==> src/hw/scs_pkg.sv <==
// Notes on behaviour
// RULE_01: Trim pin falling edge resets sequencer first.
// RULE_02: Full mode: trim rise starts DAC, busy high.
// RULE_03: Full mode host must pulse conversion trigger.
// RULE_04: Full mode busy falls after DAC plus gain.
// RULE_05: Host settles offset input before trigger rise.
// RULE_06: Trigger rise starts offset phase, busy high.
// RULE_07: Busy low when offset phase time elapses.
// RULE_08: Gain-plus-offset skips DAC, shorter first phase.
// RULE_09: Gain/offset-only start on pin or write.
// RULE_10: Busy high from start until sequence ends.
// RULE_11: Host settles input before trim rise.
// RULE_12: Host stretches trim low over power-up.
// RULE_13: Host runs offset then gain, twice if large.
// RULE_14: Host repeats gain-plus-offset up to three times.
// RULE_15: Offset trims midscale/zero, gain trims full scale.
// RULE_16: Trim limited to 0.05 and 0.025 reference.
// RULE_17: Software should prefer separate gain, offset runs.
// RULE_18: Start-trim bit write starts calibration, busy.
// RULE_19: Calibration type latched from control at start.
// RULE_20: Phase lengths counted in master clock cycles.
package scs_pkg;
  localparam int unsigned CLK_HZ = 32'h017D7840;
  localparam logic [3:0] ADDR_CTRL = 4'h0;
  localparam logic [3:0] ADDR_STAT = 4'h4;
  localparam logic [3:0] ADDR_TRIM = 4'h8;
  localparam int CTRL_TYPE_LSB = 0;
  localparam int CTRL_SYS_BIT = 2;
  localparam int CTRL_BIP_BIT = 3;
  localparam int CTRL_START_TRIM_BIT_BIT = 4;
  localparam int CTRL_TRIG_BIT = 5;
  localparam logic [5:0] CTRL_RESET = 6'h00;
  localparam logic [1:0] TYPE_FULL = 2'h0;
  localparam logic [1:0] TYPE_GNOF = 2'h1;
  localparam logic [1:0] TYPE_OFF = 2'h2;
  localparam logic [1:0] TYPE_GAIN = 2'h3;
  localparam int unsigned DAC_CYCLES = 32'h00030D40;
  localparam int unsigned GAIN_CYCLES = 32'h00006D60;
  localparam int unsigned OFF_CYCLES = 32'h00006D60;
  localparam logic [9:0] OFF_LIMIT = 10'h0CD;
  localparam logic [9:0] GAIN_LIMIT = 10'h066;
  typedef enum logic [2:0] {
    SCS_IDLE = 3'b000,
    SCS_DAC = 3'b001,
    SCS_GAIN = 3'b010,
    SCS_WAIT = 3'b011,
    SCS_OFF = 3'b100
  } scs_state_e;
endpackage

==> src/hw/scs_edge.sv <==
`timescale 1ns/1ps
module scs_edge (
  input wire logic clk,
  input wire logic rst_b,
  input wire logic ce,
  input wire logic din,
  output logic rise,
  output logic fall
);
  logic prev_r;
  always_ff @(posedge clk or negedge rst_b) begin
    if (!rst_b) begin
      prev_r <= 1'b1;
    end else if (ce) begin
      prev_r <= din;
    end
  end
  assign rise = ce & din & ~prev_r;
  assign fall = ce & ~din & prev_r;
endmodule

==> src/hw/scs_trim.sv <==
`timescale 1ns/1ps
module scs_trim (
  input wire logic clk,
  input wire logic rst_b,
  input wire logic ce,
  input wire logic clear,
  input wire logic step,
  input wire logic up,
  input wire logic [9:0] limit,
  output logic [10:0] trim
);
  logic [10:0] trim_r;
  // Saturating trim accumulator
  always_ff @(posedge clk or negedge rst_b) begin
    if (!rst_b) begin
      trim_r <= 11'h000;
    end else if (ce) begin
      if (clear) begin
        trim_r <= 11'h000;
      end else if (step) begin
        if (up && $signed(trim_r) < $signed({1'b0, limit})) begin // see RULE_16
          trim_r <= trim_r + 11'h001;
        end else if (!up && $signed(trim_r) > -$signed({1'b0, limit})) begin // see RULE_16
          trim_r <= trim_r - 11'h001;
        end
      end
    end
  end
  assign trim = trim_r;
endmodule

==> src/hw/scs_top.sv <==
// Decided for this implementation: register access over AXI4-Lite and the register offsets.
`timescale 1ns/1ps
module scs_top
  import scs_pkg::*;
(
  input wire logic clk,
  input wire logic rst_b,
  input wire logic ce,
  input wire logic trim_req_b,
  input wire logic conversion_trigger,
  input wire logic cmp_high,
  output logic busy,
  output logic [10:0] offset_trim,
  output logic [10:0] gain_trim,
  input wire logic [3:0] s_axi_awaddr,
  input wire logic s_axi_awvalid,
  output logic s_axi_awready,
  input wire logic [31:0] s_axi_wdata,
  input wire logic [3:0] s_axi_wstrb,
  input wire logic s_axi_wvalid,
  output logic s_axi_wready,
  output logic [1:0] s_axi_bresp,
  output logic s_axi_bvalid,
  input wire logic s_axi_bready,
  input wire logic [3:0] s_axi_araddr,
  input wire logic s_axi_arvalid,
  output logic s_axi_arready,
  output logic [31:0] s_axi_rdata,
  output logic [1:0] s_axi_rresp,
  output logic s_axi_rvalid,
  input wire logic s_axi_rready
);
  import scs_pkg::*;

  function automatic logic addr_hit(input logic [3:0] a, input logic [3:0] r);
    addr_hit = (a[3:2] == r[3:2]);
  endfunction

  scs_state_e state_r, state_nxt;
  logic [5:0] ctrl_r, ctrl_cur;
  logic [1:0] type_r;
  logic bip_r, sys_r;
  logic [17:0] cnt_r;
  logic busy_r;
  logic trim_rise, trim_fall, trig_rise_pin;
  logic aw_got_r, w_got_r;
  logic [3:0] aw_addr_r;
  logic [31:0] w_data_r;
  logic [3:0] w_strb_r;
  logic wr_do, sw_start, sw_trig, ctrl_wr;
  logic awready_r, wready_r, bvalid_r, arready_r, rvalid_r;
  logic [1:0] bresp_r, rresp_r;
  logic [31:0] rdata_r;
  logic start, trig, phase_done, off_step, gain_step, off_clr, gain_clr;
  logic [10:0] off_w, gain_w;
  logic [10:0] off_out_r, gain_out_r;

  scs_edge u_trim_edge (
    .clk(clk),
    .rst_b(rst_b),
    .ce(ce),
    .din(trim_req_b),
    .rise(trim_rise),
    .fall(trim_fall)
  );

  logic trig_prev_r;
  always_ff @(posedge clk or negedge rst_b) begin
    if (!rst_b) begin
      trig_prev_r <= 1'b0;
    end else if (ce) begin
      trig_prev_r <= conversion_trigger;
    end
  end
  assign trig_rise_pin = ce & conversion_trigger & ~trig_prev_r;

  // AXI write channel capture, either order
  assign wr_do = aw_got_r && w_got_r && !bvalid_r;
  always_ff @(posedge clk or negedge rst_b) begin
    if (!rst_b) begin
      aw_got_r <= 1'b0;
      w_got_r <= 1'b0;
      aw_addr_r <= 4'h0;
      w_data_r <= 32'h00000000;
      w_strb_r <= 4'h0;
      awready_r <= 1'b0;
      wready_r <= 1'b0;
    end else if (ce) begin
      awready_r <= !aw_got_r && !awready_r && s_axi_awvalid;
      wready_r <= !w_got_r && !wready_r && s_axi_wvalid;
      if (awready_r && s_axi_awvalid) begin
        aw_got_r <= 1'b1;
        aw_addr_r <= s_axi_awaddr;
      end else if (wr_do) begin
        aw_got_r <= 1'b0;
      end
      if (wready_r && s_axi_wvalid) begin
        w_got_r <= 1'b1;
        w_data_r <= s_axi_wdata;
        w_strb_r <= s_axi_wstrb;
      end else if (wr_do) begin
        w_got_r <= 1'b0;
      end
    end
  end

  always_ff @(posedge clk or negedge rst_b) begin
    if (!rst_b) begin
      bvalid_r <= 1'b0;
      bresp_r <= 2'h0;
    end else if (ce) begin
      if (wr_do) begin
        bvalid_r <= 1'b1;
        bresp_r <= (addr_hit(aw_addr_r, ADDR_CTRL)) ? 2'h0 : 2'h2;
      end else if (bvalid_r && s_axi_bready) begin
        bvalid_r <= 1'b0;
      end
    end
  end

  assign sw_start = wr_do && addr_hit(aw_addr_r, ADDR_CTRL) && w_strb_r[0]
    && w_data_r[CTRL_START_TRIM_BIT_BIT];
  assign sw_trig = wr_do && addr_hit(aw_addr_r, ADDR_CTRL) && w_strb_r[0]
    && w_data_r[CTRL_TRIG_BIT];
  // Control as seen this cycle, so a starting write uses its own type
  assign ctrl_wr = wr_do && addr_hit(aw_addr_r, ADDR_CTRL) && w_strb_r[0];
  assign ctrl_cur = ctrl_wr ? {2'b00, w_data_r[3:0]} : ctrl_r;

  // Control register; start and trigger bits self-clear
  always_ff @(posedge clk or negedge rst_b) begin
    if (!rst_b) begin
      ctrl_r <= CTRL_RESET;
    end else if (ce) begin
      if (wr_do && addr_hit(aw_addr_r, ADDR_CTRL) && w_strb_r[0]) begin
        ctrl_r <= {2'b00, w_data_r[3:0]};
      end
    end
  end

  // AXI read channel
  always_ff @(posedge clk or negedge rst_b) begin
    if (!rst_b) begin
      arready_r <= 1'b0;
      rvalid_r <= 1'b0;
      rdata_r <= 32'h00000000;
      rresp_r <= 2'h0;
    end else if (ce) begin
      arready_r <= !arready_r && !rvalid_r && s_axi_arvalid;
      if (arready_r && s_axi_arvalid) begin
        rvalid_r <= 1'b1;
        rresp_r <= 2'h0;
        if (addr_hit(s_axi_araddr, ADDR_CTRL)) begin
          rdata_r <= {26'h0, ctrl_r};
        end else if (addr_hit(s_axi_araddr, ADDR_STAT)) begin
          rdata_r <= {26'h0, bip_r, type_r, state_r};
        end else if (addr_hit(s_axi_araddr, ADDR_TRIM)) begin
          rdata_r <= {5'h0, gain_w, 5'h0, off_w};
        end else begin
          rdata_r <= 32'h00000000;
          rresp_r <= 2'h2;
        end
      end else if (rvalid_r && s_axi_rready) begin
        rvalid_r <= 1'b0;
      end
    end
  end

  assign start = trim_rise | sw_start; // see RULE_09 see RULE_18
  assign trig = trig_rise_pin | sw_trig;
  assign phase_done = (cnt_r == 18'h00001);

  // Sequencer next state
  always_comb begin
    state_nxt = state_r;
    case (state_r)
      SCS_IDLE: begin
        if (start) begin
          case (ctrl_cur[1:0])
            TYPE_FULL: state_nxt = SCS_DAC; // see RULE_02
            TYPE_GNOF: state_nxt = SCS_GAIN; // see RULE_08
            TYPE_GAIN: state_nxt = SCS_GAIN;
            default: state_nxt = SCS_OFF;
          endcase
        end
      end
      SCS_DAC: begin
        if (phase_done) begin
          state_nxt = SCS_GAIN;
        end
      end
      SCS_GAIN: begin
        if (phase_done) begin
          if (type_r == TYPE_GAIN) begin
            state_nxt = SCS_IDLE; // see RULE_10
          end else if (sys_r) begin
            state_nxt = SCS_WAIT; // see RULE_04
          end else begin
            state_nxt = SCS_OFF;
          end
        end
      end
      SCS_WAIT: begin
        if (trig) begin
          state_nxt = SCS_OFF; // see RULE_06
        end
      end
      SCS_OFF: begin
        if (phase_done) begin
          state_nxt = SCS_IDLE; // see RULE_07
        end
      end
      default: state_nxt = SCS_IDLE;
    endcase
    if (trim_fall) begin
      state_nxt = SCS_IDLE; // see RULE_01
    end
  end

  always_ff @(posedge clk or negedge rst_b) begin
    if (!rst_b) begin
      state_r <= SCS_IDLE;
    end else if (ce) begin
      state_r <= state_nxt;
    end
  end

  // Type latched at start
  always_ff @(posedge clk or negedge rst_b) begin
    if (!rst_b) begin
      type_r <= TYPE_FULL;
      bip_r <= 1'b0;
      sys_r <= 1'b0;
    end else if (ce && state_r == SCS_IDLE && start && !trim_fall) begin
      type_r <= ctrl_cur[1:0]; // see RULE_19
      bip_r <= ctrl_cur[CTRL_BIP_BIT];
      sys_r <= ctrl_cur[CTRL_SYS_BIT]; // see RULE_19
    end
  end

  // Phase counter in master clocks
  always_ff @(posedge clk or negedge rst_b) begin
    if (!rst_b) begin
      cnt_r <= 18'h00000;
    end else if (ce) begin
      if (state_nxt != state_r) begin
        case (state_nxt)
          SCS_DAC: cnt_r <= 18'(DAC_CYCLES); // see RULE_20
          SCS_GAIN: cnt_r <= 18'(GAIN_CYCLES);
          SCS_OFF: cnt_r <= 18'(OFF_CYCLES);
          default: cnt_r <= 18'h00000;
        endcase
      end else if (cnt_r != 18'h00000) begin
        cnt_r <= cnt_r - 18'h00001;
      end
    end
  end

  // Busy low in idle and while waiting for the offset trigger
  always_ff @(posedge clk or negedge rst_b) begin
    if (!rst_b) begin
      busy_r <= 1'b0;
    end else if (ce) begin
      busy_r <= (state_nxt != SCS_IDLE) && (state_nxt != SCS_WAIT); // see RULE_10
    end
  end

  // Offset trims midscale (bipolar) or zero (unipolar) via comparator
  assign off_clr = state_r == SCS_IDLE && start && ctrl_cur[1:0] != TYPE_GAIN;
  assign gain_clr = state_r == SCS_IDLE && start && ctrl_cur[1:0] != TYPE_OFF;
  assign off_step = state_r == SCS_OFF && cnt_r[7:0] == 8'h00; // see RULE_15
  assign gain_step = state_r == SCS_GAIN && cnt_r[7:0] == 8'h00; // see RULE_15

  scs_trim u_off (
    .clk(clk),
    .rst_b(rst_b),
    .ce(ce),
    .clear(off_clr),
    .step(off_step),
    .up(cmp_high),
    .limit(OFF_LIMIT),
    .trim(off_w)
  );

  scs_trim u_gain (
    .clk(clk),
    .rst_b(rst_b),
    .ce(ce),
    .clear(gain_clr),
    .step(gain_step),
    .up(cmp_high),
    .limit(GAIN_LIMIT),
    .trim(gain_w)
  );

  always_ff @(posedge clk or negedge rst_b) begin
    if (!rst_b) begin
      off_out_r <= 11'h000;
      gain_out_r <= 11'h000;
    end else if (ce) begin
      off_out_r <= off_w;
      gain_out_r <= gain_w;
    end
  end

  assign busy = busy_r;
  assign offset_trim = off_out_r;
  assign gain_trim = gain_out_r;
  assign s_axi_awready = awready_r;
  assign s_axi_wready = wready_r;
  assign s_axi_bvalid = bvalid_r;
  assign s_axi_bresp = bresp_r;
  assign s_axi_arready = arready_r;
  assign s_axi_rvalid = rvalid_r;
  assign s_axi_rdata = rdata_r;
  assign s_axi_rresp = rresp_r;

  property p_dac_to_gain;
    @(posedge clk) disable iff (!rst_b)
      (ce && state_r == SCS_DAC && phase_done && !trim_fall) |=> state_r == SCS_GAIN;
  endproperty
  a_dac_to_gain: assert property (p_dac_to_gain) else $error("dac phase no gain"); // see RULE_04

  property p_busy_start;
    @(posedge clk) disable iff (!rst_b)
      (ce && state_r == SCS_IDLE && start && !trim_fall) |=> busy;
  endproperty
  a_busy_start: assert property (p_busy_start) else $error("busy not raised"); // see RULE_10

  property p_fall_reset;
    @(posedge clk) disable iff (!rst_b)
      trim_fall |=> state_r == SCS_IDLE && !busy;
  endproperty
  a_fall_reset: assert property (p_fall_reset) else $error("no reset on fall"); // see RULE_01

  property p_trig_off;
    @(posedge clk) disable iff (!rst_b)
      (ce && state_r == SCS_WAIT && trig && !trim_fall) |=> state_r == SCS_OFF && busy;
  endproperty
  a_trig_off: assert property (p_trig_off) else $error("trigger ignored"); // see RULE_06

  property p_wait_low;
    @(posedge clk) disable iff (!rst_b)
      (ce && state_r == SCS_WAIT) |-> !busy;
  endproperty
  a_wait_low: assert property (p_wait_low) else $error("busy high in wait"); // see RULE_04

  property p_off_end;
    @(posedge clk) disable iff (!rst_b)
      (ce && state_r == SCS_OFF && phase_done && !trim_fall) |=> !busy && state_r == SCS_IDLE;
  endproperty
  a_off_end: assert property (p_off_end) else $error("busy stuck"); // see RULE_07

  property p_gnof_skip;
    @(posedge clk) disable iff (!rst_b)
      (ce && state_r == SCS_IDLE && start && !trim_fall && ctrl_cur[1:0] == TYPE_GNOF)
      |=> state_r == SCS_GAIN;
  endproperty
  a_gnof_skip: assert property (p_gnof_skip) else $error("dac not skipped"); // see RULE_08

  property p_sw_start;
    @(posedge clk) disable iff (!rst_b)
      (ce && state_r == SCS_IDLE && sw_start && !trim_fall) |=> busy && state_r != SCS_IDLE;
  endproperty
  a_sw_start: assert property (p_sw_start) else $error("soft start lost"); // see RULE_18
endmodule

==> config.mk <==
export PLATFORM = sky130hd
export DESIGN_NAME = scs_top
export DESIGN_NICKNAME = d
export VERILOG_FILES = /design/src/hw/scs_pkg.sv /design/src/hw/scs_edge.sv /design/src/hw/scs_trim.sv /design/src/hw/scs_top.sv
export SDC_FILE = /design/constraint.sdc
export NUM_CORES = 1
export LEC_CHECK = 0
export ABC_AREA = 1
export BUFFER_PORTS_ARGS = -buffer_cell sky130_fd_sc_hd__buf_2
export CORE_MARGIN = 5
export CORE_UTILIZATION = 60
export CTS_CLUSTER_DIAMETER = 40
export DETAILED_ROUTE_END_ITERATION = 7
export GPL_ROUTABILITY_DRIVEN = 0
export GPL_TIMING_DRIVEN = 0
export MAX_ROUTING_LAYER = met4
export PLACE_DENSITY = 0.85
export SETUP_SLACK_MARGIN = 0.3
export SLEW_MARGIN = 20
export SYNTH_ARGS = -nofsm -noshare
export SYNTH_HDL_FRONTEND = slang
export SYNTH_SLANG_ARGS = --single-unit
==> constraint.sdc <==
create_clock -name clk -period 8.4 [get_ports clk]
set_clock_uncertainty 0.15 [all_clocks]
set_input_delay 0.42 -clock clk [delete_from_list [all_inputs] [get_ports clk]]
set_output_delay 0.42 -clock clk [all_outputs]
set_load 0.02 [all_outputs]
==> impl_summary.txt, run 1 <==
----------------------------------------------------
[Floorplanning]
  Initial core utilization ... just over 60%
  Die Y ... 114 um
  Horizontal extent of the die ... 114 um
  Core Region ... roughly 11000 sq um
  Count of boundary I/O pins ... 119
  Die area ... 13000 sq um
  Site row count ... 38

[CTS]
  Post-CTS setup-driven buffer insertion count ... 0
  CTS tree ... built
  Clock latency at the later pin of the worst-skew pair ... between 500 and 600 ps
  CTS Buf Count ... 17
  Post-cts sizing count ... 0
  Clock sink total ... 116
  Max Buffers Root-to-Sink ... 2
  Clock input transition at the sequential cells of the worst setup and hold paths ... 60 ps
  H-tree depth reported by CTS ... 4
  Root buf cell ... sky130_fd_sc_hd__clkbuf_8

[Yosys]
  Share of synthesized area occupied by flip-flops and latches ... between 40 and 50%
  XOR/XNOR share of the synthesized area ... roughly 3.2%
  Count of yosys warnings during synthesis ... 0
  Async set or reset register ratio after synthesis ... 100%
  Predominant post-synthesis flop cell ... sky130_fd_sc_hd__dfrtp_1
  Number of enable flip-flop cells after synthesis ... 0
  Area fraction in and, or, nand and nor cells after synthesis ... 26.4%
  Cell variety after synth ... between 40 and 50
  Largest family of logic cells by synthesized area ... simple AND/OR/NAND/NOR gates
  Syn Std Cell Area ... 6510 sq um
  Number of synthesized register bits ... 116
  Arithmetic-cell share of the synthesized area counting full adders, half adders and majority gates ... ~4.8%
  Number of instances in the synthesized netlist ... 826
  Compound-gate portion of the synthesized area ... 11.9%
  Post-synthesis area per instance ... 7.88 sq um
  Multiplexer fraction of the synthesized cell area ... 1.33%

[Pwr]
  Tot Pwr ... about 3 mW
  Worst supply voltage drop on vdd ... 342 uV
  Leak pwr ... 4.14 nW
  Power density relative to cell area ... between 300 and 400 nW/um^2

[Cells and area]
  Post-layout util ... 73.0%
  Leading cell types in the layout, fill and taps excluded ... sky130_fd_sc_hd__nand2_1 (247), sky130_fd_sc_hd__dfrtp_1 (115), sky130_fd_sc_hd__o21ai_0 (79)
  Area growth from synthesis to layout ... 20.4%
  Ant. Diodes ... 0
  Post-layout nets ... slightly above 1000
  Fill cell instance count of the final layout ... between 700 and 800
  Area taken by multi-input logic gates ... 3150 sq um
  Area occupied by registers ... approximately 2900 sq um
  Finished Cell Area ... 7840 sq um
  Leading cell type in the layout, fill and taps excluded ... sky130_fd_sc_hd__nand2_1
  Fraction of layout cells with a size suffix above 1 ... 16.6%

[Global routing]
  Maximum number of pins on one net before global-route repair ... 84
  Initial antenna violation count ... 0
  Via count of the first global-routing pass ... 6016
  Wire length of the first global-routing pass ... ~29000 um
  Total global routing overflow ... 0
  Total track usage ... 28.4%

[Routing]
  Number of detailed-routing iterations run before antenna repair ... 7
  DRC ... 0
  DRC marker count from the first detailed-route iteration ... 548
  Number of vias after detailed routing ... 6056
  WL/cell ... around 15 um
  Vias per Instance ... 5.55
  Remaining number of nets flagged by the antenna check after routing ... 0
  Detailed-route wire length ... 16900 um

[Setup path]
  Critical path type ... reg -> reg
  Largest stage delay, worst path ... 510 ps
  Cell breakdown of the critical path ... o211ai_1, nand3_1, nand3_1, nand4_1, and2_1, ha_1, a21oi_1, nand2_1, nand2_1, o21ai_0, nand2_1, nand2_1, a21oi_1, xor2_1, o21ai_0
  Startpoint Class ... register
  WP data required ... 8650 ps
  Flop-to-flop setup slack ... 5200 ps
  Arrival time of the worst setup path ... 3450 ps
  Cell type with the highest occurrence count on the critical path ... sky130_fd_sc_hd__nand2_1
  Crit path max fanout ... 12
  Crit path capture type ... register
  Slowest-stage cell, CP ... sky130_fd_sc_hd__dfrtp_1

[Placement]
  Area after DPL ... 7120 sq um
  Count of input and output buffers ... 71
  Sum of net half-perimeters after detailed placement ... 11500 um
  Pre-CTS WS ... about 5200 ps

[Timing]
  Final hold vios ... 0
  Final worst slack ... 5200 ps
  Unrepaired setup endpoints after global routing ... no
  Fin. max-slew vios ... 0
  Max Freq ... about 0.31 GHz
  Transition time at the pin with the least slew margin ... 637 ps
  Final setup vio count ... 0
  Post-layout minimum cycle time ... approximately 3200 ps
  Aggregate negative setup slack ... 0 ps
  Share of the cycle needed by the critical path after routing ... a little under two fifths
  Max_slew headroom ... between 50% and 60%

[Status]
  Status ... complete, no violations

[Run]
  Max-cap violation count ... 0

[Min path]
  Min-Delay Path Class ... in -> reg

----------------------------------------------------
[registers in the layout (all words and copies together), names as in the netlist, 2 cells and up]
signal       flops
aw_addr_r        2
w_data_r         6
cnt_r           18
offset_trim     11
gain_trim       11
u_off.trim      11
s_axi_rdata     22
state_r          3
u_gain.trim     11
ctrl_r           4
type_r           2
[repair_timing]
action                     CTS  global route
setup endpoints to repair    0             0
hold endpoints to repair    42             0
hold buffers                10             0
[power breakdown]
part	switching [mW]	internal, mW
sequential	0.168	0.742
combinational	0.851	0.495
clock	0.254	0.498
total	1.27	1.73
[critical path, delay by kind of cell (launching register included)]
kind / cells / cell delay (ps)
AND/OR/NAND/NOR: 8 / 1080
flip-flops: 1 / 510
adder cells (fa/ha/maj): 1 / 390
AO/OA/AOI/OAI: 5 / 790
XOR/XNOR: 1 / 160
[logic make-up (layout without fill, tap and decap cells)]
group,count (synthesis),count (layout)
muxes,8,8
DFF,116,116
AOI/OAI and AO/OA,140,140
other,1,12
xor gates and xnor gates,24,24
buffers and inverters,113,227
and+or+nand+nor,400,400
adders and majority gates,24,24
[layout make-up]
class                   count  share of cell area, %
multi-input cells         608                   40.2
flip-flops and latches    116                   37.0
well taps                 140                   2.23
clock inverters             8                   1.53
repair buffers             82                   6.24
clock buffers              24                   6.38
plain buffers              36                   2.71
inverters                  77                   3.69
[metrics by stage]
step,hold slack (ps),std cells
2_1_floorplan,-25.6,837
3_3_place_gp,303,1048
3_5_place_dp,179,1049
4_1_cts,0.215,1091
5_1_grt,18.1,1091
6_report,11.5,1091
[cells in the mapped netlist (all sizes together), types with 14 or more instances]
cell	number	area share, %
xor2	15	2.0
clkbuf	14	0.81
nor2	49	3.5
buf	22	2.5
inv	74	4.3
dfrtp	115	44
o31ai	15	1.7
nand3	69	5.4
ha	22	4.2
nand2	255	15
a21oi	31	2.4
o21ai	80	6.1
[layer usage]
| layer | up-vias | global-route usage [%] | routed length (um) |
|---|---|---|---|
| met2 | 227 | 46.2 | 8450 |
| met3 | 48 | 6.03 | 1020 |
| li1 | 2916 | - | - |
| met4 | 0 | 12.2 | 410 |
| met1 | 2865 | 34.5 | 7020 |
| met5 | - | - | 0 |
[path summary, 6_finish.rpt]
| path | to | startpoint | cells after the start |
|---|---|---|---|
| min in group asynchronous | s_axi_bresp[1] | rst_b | 2 |
| setup reg to reg | u_off.trim[7] | u_off.trim[1] | 15 |
| hold reg to reg | gain_trim[8] | gain_trim[8] | 2 |
| setup / recovery | u_off.trim[7] | u_off.trim[1] | 15 |
| max in group asynchronous | u_off.trim[6] | rst_b | 3 |
| hold / removal | trig_prev_r | conversion_trigger | 3 |
(Power assumes the default switching activity.)
==> inputs of run 2 (changes only) <==
- ABC_AREA: 1 -> 0
- CORE_UTILIZATION: 60 -> 51
- PLACE_DENSITY: 0.85 -> 0.77
- clock period: 8.4 -> 2.7 ns (I/O delays scaled with it)
==> run 2 against run 1 <==
- the flow now finishes with violations (setup timing)
- sequential share of layout area is 6.4 points lower
- synthesized cell count is 19% lower
- flip-flop and latch count stayed put
- via count is 6.7% higher
- core utilization is 2.9 points higher
- non-clock buffer count is 91 higher
- fmax is 4.0% lower
- critical endpoint is now u_off.trim[9]
==> impl_summary.txt, run 2 <==
----------------------------------------------------
[Status]
  Status ... finished with violations (was complete, no violations)
  Failing checks ... setup timing

[Setup path]
  WP data required ... 2880 ps (was 8650 ps)
  Crit path max fanout ... 6 (was 12)
  CP Launch Point ... u_off.trim[1] (unchanged)
  Crit path capture type ... register (unchanged)
  Count of cells along the worst register-to-register path ... 15 (unchanged)
  Cell breakdown of the critical path ... o211ai_1, a21oi_2, nor4b_2, buf_4, a21oi_4, buf_6, ha_4, a21o_1, a21oi_2, o21ai_2, a21o_1, a21o_1, a31oi_1, xor2_1, o31ai_1 (was o211ai_1, nand3_1, nand3_1, nand4_1, and2_1, ha_1, a21oi_1, nand2_1, nand2_1, o21ai_0, nand2_1, nand2_1, a21oi_1, xor2_1, o21ai_0)
  Largest stage delay, worst path ... 420 ps (was 510 ps)
  Startpoint Class ... register (unchanged)
  Arrival time of the worst setup path ... 3510 ps (was 3450 ps)
  Cell type with the highest occurrence count on the critical path ... sky130_fd_sc_hd__a21o_1 (was sky130_fd_sc_hd__nand2_1)
  Source of the worst register-to-register timing path ... u_off.trim[1] (unchanged)
  Slowest-stage cell, CP ... sky130_fd_sc_hd__dfrtp_2 (was sky130_fd_sc_hd__dfrtp_1)
  Critical path type ... reg -> reg (unchanged)

[Yosys]
  Async set or reset register ratio after synthesis ... 100% (unchanged)
  Count of yosys warnings during synthesis ... 0 (unchanged)
  Area fraction of the dominant cell type after synthesis ... 44.3% (was 44.2%)
  Number of enable flip-flop cells after synthesis ... 0 (unchanged)
  Share of synthesized area occupied by flip-flops and latches ... 44.7% (was 44.6%)
  Cell types with the highest counts after synthesis ... sky130_fd_sc_hd__dfrtp_1 (115), sky130_fd_sc_hd__nand2_1 (103), sky130_fd_sc_hd__o21ai_0 (44) (was sky130_fd_sc_hd__nand2_1 (247), sky130_fd_sc_hd__dfrtp_1 (115), sky130_fd_sc_hd__o21ai_0 (79))
  Post-synthesis area per instance ... 9.77 sq um (was 7.88 sq um)
  Number of synthesized register bits ... 116 (unchanged)
  Most instantiated library cell after synthesis ... sky130_fd_sc_hd__dfrtp_1 (was sky130_fd_sc_hd__nand2_1)
  Predominant post-synthesis flop cell ... sky130_fd_sc_hd__dfrtp_1 (unchanged)
  Cell variety after synth ... 74 (was 44)
  Yosys top cell by area ... sky130_fd_sc_hd__dfrtp_1 (unchanged)
  Syn Std Cell Area ... 6500 sq um (was 6510 sq um)
  Number of instances in the synthesized netlist ... 665 (was 826)
  Cell types with the largest area share after synthesis ... sky130_fd_sc_hd__dfrtp_1 (44%), sky130_fd_sc_hd__mux2_2 (6.8%), sky130_fd_sc_hd__nand2_1 (6.0%) (was sky130_fd_sc_hd__dfrtp_1 (44%), sky130_fd_sc_hd__nand2_1 (14%), sky130_fd_sc_hd__o21ai_0 (6.1%))

[Timing]
  Max_slew headroom ... 46.1% (was 57.1%)
  Post-layout minimum cycle time ... 3330 ps (was 3200 ps)
  Share of the cycle needed by the critical path after routing ... 124% (was 38.1%)
  Fin. max-slew vios ... 0 (unchanged)
  Min Hold Slack ... 29.2 ps (was 11.5 ps)
  Final hold vios ... 0 (unchanged)
  Unrepaired setup endpoints after global routing ... yes (was no)
  Final setup vio count ... 30 (was 0)
  Max Freq ... 0.300 GHz (was 0.312 GHz)
  Transition time at the pin with the least slew margin ... 808 ps (was 637 ps)
  Final worst slack ... -635 ps (was 5200 ps)

[Cells and area]
  Leading cell type in the layout, fill and taps excluded ... sky130_fd_sc_hd__dfrtp_1 (was sky130_fd_sc_hd__nand2_1)
  Area growth from synthesis to layout ... 46.7% (was 20.4%)
  Leading cell types in the layout, fill and taps excluded ... sky130_fd_sc_hd__dfrtp_1 (98), sky130_fd_sc_hd__nand2_1 (93), sky130_fd_sc_hd__buf_2 (71) (was sky130_fd_sc_hd__nand2_1 (247), sky130_fd_sc_hd__dfrtp_1 (115), sky130_fd_sc_hd__o21ai_0 (79))
  Ant. Diodes ... 0 (unchanged)
  Number of flip-flops in the largest register ... 22 (unchanged)
  Fraction of layout cells with a size suffix above 1 ... 44.6% (was 16.6%)
  Post-layout nets ... 941 (was 1017)

[Routing]
  Detailed-route wire length ... 21800 um (was 16900 um)
  Number of detailed-routing iterations run before antenna repair ... 6 (was 7)
  Remaining number of nets flagged by the antenna check after routing ... 0 (unchanged)
  Number of vias after detailed routing ... 6463 (was 6056)
  DRC marker count from the first detailed-route iteration ... 611 (was 548)
  Vias per Instance ... 6.17 (was 5.55)
  WL/cell ... 20.9 um (was 15.5 um)
  DRC ... 0 (unchanged)

[Pwr]
  Worst supply voltage drop on vdd ... 735 uV (was 342 uV)
  Power density relative to cell area ... 1260 nW/um^2 (was 384 nW/um^2)
  Leak pwr ... 4.27 nW (was 4.14 nW)

[CTS]
  CTS Buf Count ... 17 (unchanged)
  Clock latency at the later pin of the worst-skew pair ... 440 ps (was 530 ps)
  CTS tree ... built (unchanged)
  Clock input transition at the sequential cells of the worst setup and hold paths ... 60 ps (about the same)
  H-tree depth reported by CTS ... 4 (unchanged)
  Root buf cell ... sky130_fd_sc_hd__clkbuf_16 (was sky130_fd_sc_hd__clkbuf_8)
  Max Buffers Root-to-Sink ... 2 (unchanged)
  Clock sink total ... 116 (unchanged)

[Global routing]
  Via count of the first global-routing pass ... 6255 (was 6016)
  Maximum number of pins on one net before global-route repair ... 66 (was 84)
  Initial antenna violation count ... 0 (unchanged)
  Total global routing overflow ... 0 (unchanged)
  Total track usage ... 27.8% (was 28.4%)
  Wire length of the first global-routing pass ... 31500 um (was 28500 um)

[Placement]
  Count of input and output buffers ... 70 (was 71)
  Pre-CTS WS ... -804 ps (was 5190 ps)
  Sum of net half-perimeters after detailed placement ... 12100 um (was 11500 um)

[Floorplanning]
  Site row count ... 41 (was 38)
  Horizontal extent of the die ... 123 um (was 114 um)
  Die Y ... 123 um (was 114 um)
  Die area ... 15100 sq um (was 13000 sq um)
  Count of boundary I/O pins ... 119 (unchanged)
  Core Region ... 12600 sq um (was 10700 sq um)
  Initial core utilization ... 51.7% (was 60.6%)

[Min path]
  Hold path depth ... 3 (unchanged)
  Source of the worst hold timing path ... s_axi_araddr[3] (was conversion_trigger)
  Min-Delay Path Class ... in -> reg (unchanged)

[Run]
  Max-cap violation count ... 0 (unchanged)

----------------------------------------------------
## run 2: cell count changes in the layout (fill, tap and decap cells not counted), sizes merged, moves of 8 or more
cell | before | now
mux2 | 5 | 39
nand3 | 69 | 12
a21o | 0 | 15
nand2 | 255 | 103
dlygate4sd3 | 10 | 20
nor2 | 49 | 31
nor3 | 7 | 15
inv | 74 | 20
buf | 94 | 168
a211oi | 0 | 10
o21ai | 80 | 44
## run 2: cells by family after synthesis
family          after synthesis  synth area share (%)
other cells                   1                0.0577
flops                       116                  44.7
fa+ha+maj                    24                  4.85
compound gates              173                  17.9
mux                          48                  8.15
buf+inv                      62                  4.37
simple gates                224                  17.7
xor+xnor                     17                  2.29
## run 2: worst max-delay path: cells and delay by family (launching register included)
family	cells	cell delay, ps
AOI/OAI and AO/OA	10	1820
DFF	1	420
buffers and inverters	2	330
and+or+nand+nor	1	210
adders and majority gates	1	200
xor gates and xnor gates	1	120
## run 2: final cells by class
type	count	area, sq um
Tap cell	172	215
Fill cell	766	3040
Timing Repair Buffer	167	1260
Buffer	42	308
Multi-Input combinational cell	498	4200
Clock inverter	13	110
Sequential cell	116	2930
Clock buffer	19	443
Inverter	20	75.1
## run 2: per-stage QoR
step                      instance area [sq um]  setup TNS [ps]  std cells  power (mW)  utilization, %
after floorplan                            6750            -999        676        6.34               -
after global placement                     7320           -8510        918        7.31            58.2
after detailed placement                   7360           -8610        919        7.53            58.5
after CTS                                  8910           -2280       1009        10.7            70.9
after global routing                       9530           -8600       1047        12.5            75.8
final                                      9530           -5840       1047        12.0            75.8
## run 2: worst paths after layout
path | to | slack (ps)
min in group asynchronous | s_axi_bresp[1] | 80
worst min register to register | s_axi_rdata[5] | 330
worst max register to register | u_off.trim[9] | -630
worst min-delay path | s_axi_rresp[1] | 30
max in group asynchronous | u_gain.trim[1] | 1600
worst max-delay path | u_off.trim[9] | -630
## run 2: per-layer routing
layer | global-route usage, % | vias to the layer above | routed length (um)
li1 | - | 2806 | -
met4 | 13.6 | 0 | 960
met3 | 6.45 | 99 | 1400
met5 | - | - | 0
met2 | 44.3 | 344 | 10900
met1 | 33.2 | 3214 | 8590
## run 2: power breakdown
| group | switching, mW | total, mW | internal [mW] | leakage [nW] |
|---|---|---|---|---|
| clock | 0.881 | 2.16 | 1.28 | 0.261 |
| combinational | 3.54 | 6.52 | 2.99 | 2.56 |
| sequential | 0.848 | 3.28 | 2.43 | 1.45 |
## run 2: repair_timing
item                                    CTS  global route
resized for setup                       118            63
pin swaps                                43            50
endpoints found under the setup margin   42            42
cloned                                    5             0
hold buffers                             20             0
buffers inserted                         33            38
hold endpoints to repair                137             0
==> inputs of run 3 (changes only) <==
- CORE_UTILIZATION: 51 -> 53
- PLACE_DENSITY: 0.77 -> 0.78
- SYNTH_HIERARCHICAL: unset -> 1
==> run 3 against run 2 <==
- the flow still finishes with violations (setup timing)
- clock-buffer cell count rose by 4
- first-iteration DRC count rose by 47%
- flip-flop and latch count did not move
- die area rose by 17%
- final area rose by 18%
- critical endpoint is now u_off/trim[9]
==> impl_summary.txt, run 3 <==
----------------------------------------------------
[Cells and area]
  Fraction of layout cells with a size suffix above 1 ... 35.8% (was 44.6%)
  Leading cell types in the layout, fill and taps excluded ... sky130_fd_sc_hd__nand2_1 (115), sky130_fd_sc_hd__dfrtp_1 (93), sky130_fd_sc_hd__buf_2 (74) (was sky130_fd_sc_hd__dfrtp_1 (98), sky130_fd_sc_hd__nand2_1 (93), sky130_fd_sc_hd__buf_2 (71))
  Post-layout util ... 74.9% (was 75.8%)
  Filler-free cell count of the finished design ... 1306 (was 1047)
  Post-layout nets ... 1227 (was 941)
  Ant. Diodes ... 0 (unchanged)
  Area growth from synthesis to layout ... 40.5% (was 46.7%)
  Leading cell type in the layout, fill and taps excluded ... sky130_fd_sc_hd__nand2_1 (was sky130_fd_sc_hd__dfrtp_1)
  Number of flip-flops in the largest register ... 22 (unchanged)

[Yosys]
  Predominant post-synthesis flop cell ... sky130_fd_sc_hd__dfrtp_1 (unchanged)
  Number of enable flip-flop cells after synthesis ... 0 (unchanged)
  Yosys top cell by area ... sky130_fd_sc_hd__dfrtp_1 (unchanged)
  Cell variety after synth ... 96 (was 74)
  Async set or reset register ratio after synthesis ... 100% (unchanged)
  Most instantiated library cell after synthesis ... sky130_fd_sc_hd__nand2_1 (was sky130_fd_sc_hd__dfrtp_1)
  Cell types with the largest area share after synthesis ... sky130_fd_sc_hd__dfrtp_1 (36%), sky130_fd_sc_hd__ha_1 (10%), sky130_fd_sc_hd__nand2_1 (5.6%) (was sky130_fd_sc_hd__dfrtp_1 (44%), sky130_fd_sc_hd__mux2_2 (6.8%), sky130_fd_sc_hd__nand2_1 (6.0%))
  Share of synthesized area occupied by flip-flops and latches ... 36.3% (was 44.7%)
  Number of synthesized register bits ... 116 (unchanged)
  Count of yosys warnings during synthesis ... 6 (was 0)
  Area fraction of the dominant cell type after synthesis ... 35.9% (was 44.3%)
  Number of instances in the synthesized netlist ... 852 (was 665)
  Cell types with the highest counts after synthesis ... sky130_fd_sc_hd__nand2_1 (119), sky130_fd_sc_hd__dfrtp_1 (115), sky130_fd_sc_hd__ha_1 (65) (was sky130_fd_sc_hd__dfrtp_1 (115), sky130_fd_sc_hd__nand2_1 (103), sky130_fd_sc_hd__o21ai_0 (44))
  Post-synthesis area per instance ... 9.40 sq um (was 9.77 sq um)
  Syn Std Cell Area ... 8010 sq um (was 6500 sq um)

[Routing]
  DRC marker count from the first detailed-route iteration ... 896 (was 611)
  Vias per Instance ... 6.09 (was 6.17)
  WL/cell ... 20.5 um (was 20.9 um)
  Number of detailed-routing iterations run before antenna repair ... 5 (was 6)
  Number of vias after detailed routing ... 7950 (was 6463)
  Remaining number of nets flagged by the antenna check after routing ... 0 (unchanged)
  DRC ... 0 (unchanged)
  Detailed-route wire length ... 26800 um (was 21800 um)

[CTS]
  Root buf cell ... sky130_fd_sc_hd__clkbuf_16 (unchanged)
  Max Buffers Root-to-Sink ... 2 (unchanged)
  Clock input transition at the sequential cells of the worst setup and hold paths ... 60 ps (about the same)
  Clock sink total ... 116 (unchanged)
  CTS Buf Count ... 17 (unchanged)
  H-tree depth reported by CTS ... 4 (unchanged)
  Clock latency at the later pin of the worst-skew pair ... 430 ps (was 440 ps)
  CTS tree ... built (unchanged)

[Run]
  Max-cap violation count ... 0 (unchanged)

[Setup path]
  Source of the worst register-to-register timing path ... u_off/trim[1] (was u_off.trim[1])
  Flop-to-flop setup slack ... -900 ps (was -630 ps)
  Worst r2r dst ... u_off/trim[9] (was u_off.trim[9])
  Crit path max fanout ... 7 (was 6)
  Count of cells along the worst register-to-register path ... 17 (was 15)
  Startpoint Class ... register (unchanged)
  Crit path capture type ... register (unchanged)
  Arrival time of the worst setup path ... 3760 ps (was 3510 ps)
  Critical path type ... reg -> reg (unchanged)
  WP data required ... 2870 ps (was 2880 ps)

[Timing]
  Fin. max-slew vios ... 0 (unchanged)
  Max Freq ... 0.278 GHz (was 0.300 GHz)
  Transition time at the pin with the least slew margin ... 1070 ps (was 808 ps)
  Max_slew headroom ... 28.4% (was 46.1%)
  Final hold vios ... 0 (unchanged)
  Final worst slack ... -895 ps (was -635 ps)
  Post-layout minimum cycle time ... 3600 ps (was 3330 ps)
  Unrepaired setup endpoints after global routing ... yes (unchanged)
  Final setup vio count ... 34 (was 30)
  Share of the cycle needed by the critical path after routing ... 133% (was 124%)

[Pwr]
  Switching power summed over all nets ... 5.77 mW (was 5.27 mW)
  Register share of total power ... 25.3% (was 27.4%)
  Int Pwr ... 7.52 mW (was 6.70 mW)
  Combinational share of power ... 56.5% (was 54.5%)
  Switching fraction of total power ... 43.4% (was 44.0%)
  Power density relative to cell area ... 1180 nW/um^2 (was 1260 nW/um^2)
  Clock power share ... 18.2% (was 18.1%)
  Worst supply voltage drop on vdd ... 834 uV (was 735 uV)
  Leak pwr ... 5.15 nW (was 4.27 nW)

[Placement]
  Count of placed standard cells including taps ... 1177 (was 919)
  Count of input and output buffers ... 72 (was 70)
  Pre-CTS WS ... -1020 ps (was -804 ps)
  Sum of net half-perimeters after detailed placement ... 14700 um (was 12100 um)

[Global routing]
  Maximum number of pins on one net before global-route repair ... 65 (was 66)
  Initial antenna violation count ... 0 (unchanged)
  Via count of the first global-routing pass ... 7549 (was 6255)
  Total global routing overflow ... 0 (unchanged)
  Wire length of the first global-routing pass ... 38400 um (was 31500 um)
  Total track usage ... 27.7% (was 27.8%)

[Min path]
  Hold path depth ... 2 (was 3)
  Min-Delay Path Class ... in -> reg (unchanged)
  Source of the worst hold timing path ... ce (was s_axi_araddr[3])
  Hold EP ... u_trim_edge/prev_r (was s_axi_rresp[1])

[Floorplanning]
  Die Y ... 133 um (was 123 um)
  Horizontal extent of the die ... 133 um (was 123 um)
  Count of boundary I/O pins ... 119 (unchanged)
  Core Region ... 15000 sq um (was 12600 sq um)
  Initial core utilization ... 53.3% (was 51.7%)
  Site row count ... 45 (was 41)
  Die area ... 17700 sq um (was 15100 sq um)

[Status]
  Failing checks ... setup timing (unchanged)
  Status ... finished with violations (unchanged)

----------------------------------------------------
-- run 3: changes by cell type in the layout (fill, tap and decap cells not counted), sizes merged, moves of 6 or more --
cell | before | now
and3 | 1 | 9
xor2 | 8 | 14
nand3 | 12 | 19
buf | 168 | 174
nand2 | 103 | 119
xnor2 | 9 | 21
conb | 12 | 66
o21ai | 44 | 51
inv | 20 | 39
nand4 | 3 | 18
a211oi | 10 | 2
nor2 | 31 | 54
ha | 22 | 65
-- run 3: cells by family (layout without fill, tap and decap cells) --
kind of cell               Yosys count  in the layout  synth area share, %
DFF                                116            116                 36.3
AOI/OAI and AO/OA                  206            206                 19.1
buffers and inverters               83            284                 4.83
muxes                               44             44                 6.14
and+or+nand+nor                    299            300                 19.1
other                                2             66               0.0938
adders and majority gates           67             67                 10.7
xor gates and xnor gates            35             35                 3.83
-- run 3: how the worst max path moves through the flow --
| stage | from | to | slack, ps | depth (start not counted) |
|---|---|---|---|---|
| 2_1_floorplan | u_gain/trim[4] | u_gain/trim[10] | -600 | 13 |
| 3_3_place_gp | u_off/trim[2] | u_off/trim[10] | -1000 | 14 |
| 4_1_cts | u_off/trim[2] | u_off/trim[10] | -740 | 14 |
| 6_report | u_off/trim[1] | u_off/trim[9] | -900 | 17 |
| 5_1_grt | u_off/trim[2] | u_off/trim[9] | -1080 | 17 |
| 3_5_place_dp | u_off/trim[2] | u_off/trim[10] | -1020 | 14 |
-- run 3: final cells by class --
| cell class | count | area, sq um |
|---|---|---|
| multi-input combinational | 718 | 5750 |
| inverter | 40 | 154 |
| sequential | 116 | 2930 |
| clock inverter | 9 | 153 |
| clock buffer | 23 | 468 |
| buffer | 43 | 293 |
| fill | 893 | 3780 |
| timing repair buffer | 169 | 1270 |
| tap | 188 | 235 |
-- run 3: stage by stage --
step | power (mW) | cell area (sq um) | hold WS (ps) | setup TNS [ps]
finish | 13.3 | 11300 | 26.4 | -10930
global route | 14.0 | 11300 | 13.3 | -14340
CTS | 11.8 | 10600 | 13.9 | -7880
detailed placement | 8.39 | 9010 | -31.3 | -12510
global placement | 8.24 | 8980 | 217 | -25420
floorplan | 7.06 | 8390 | -311 | -3850
-- run 3: power groups by stage --
stage	Clock, mW	Sequential (mW)	Combinational [mW]
floorplan	0	3.40	3.66
finish	2.42	3.36	7.51
CTS	2.40	3.28	6.11
detailed placement	0	3.34	5.05
global route	2.51	3.45	8.02
global placement	0	3.31	4.93
-- run 3: repair_timing --
| action | CTS | global route |
|---|---|---|
| hold buffers | 18 | 0 |
| setup endpoints to repair | 41 | 45 |
| endpoints found under the hold margin | 121 | 0 |
| cloned | 4 | 1 |
| setup buffers | 49 | 25 |
| pin swaps | 51 | 45 |
| resized for setup | 88 | 90 |
-- run 3: metal layers --
layer  vias up  global-route usage, %  part of all wire, %
met3       136                   5.40                  7.5
met2       433                   44.7                   48
met1      3840                   34.1                   39
li1       3541                      -                    -
met5         -                      -                    0
met4         0                   11.4                  5.4
-- run 3: worst max-delay path, stage by stage (launching register included) --
cell and delay [ps]:
sky130_fd_sc_hd__dfrtp_2 480, sky130_fd_sc_hd__ha_1 260, sky130_fd_sc_hd__nand2b_1 90, sky130_fd_sc_hd__a21oi_2 70
sky130_fd_sc_hd__o21ai_2 160, sky130_fd_sc_hd__a21bo_2 200, sky130_fd_sc_hd__clkinvlp_4 160, sky130_fd_sc_hd__buf_4 170
sky130_fd_sc_hd__buf_6 100, sky130_fd_sc_hd__buf_6 110, sky130_fd_sc_hd__ha_4 200, sky130_fd_sc_hd__a21o_1 170
sky130_fd_sc_hd__a21oi_2 170, sky130_fd_sc_hd__o21ai_2 90, sky130_fd_sc_hd__o31a_1 320, sky130_fd_sc_hd__a31oi_1 180
sky130_fd_sc_hd__xor2_1 90, sky130_fd_sc_hd__o31ai_1 290
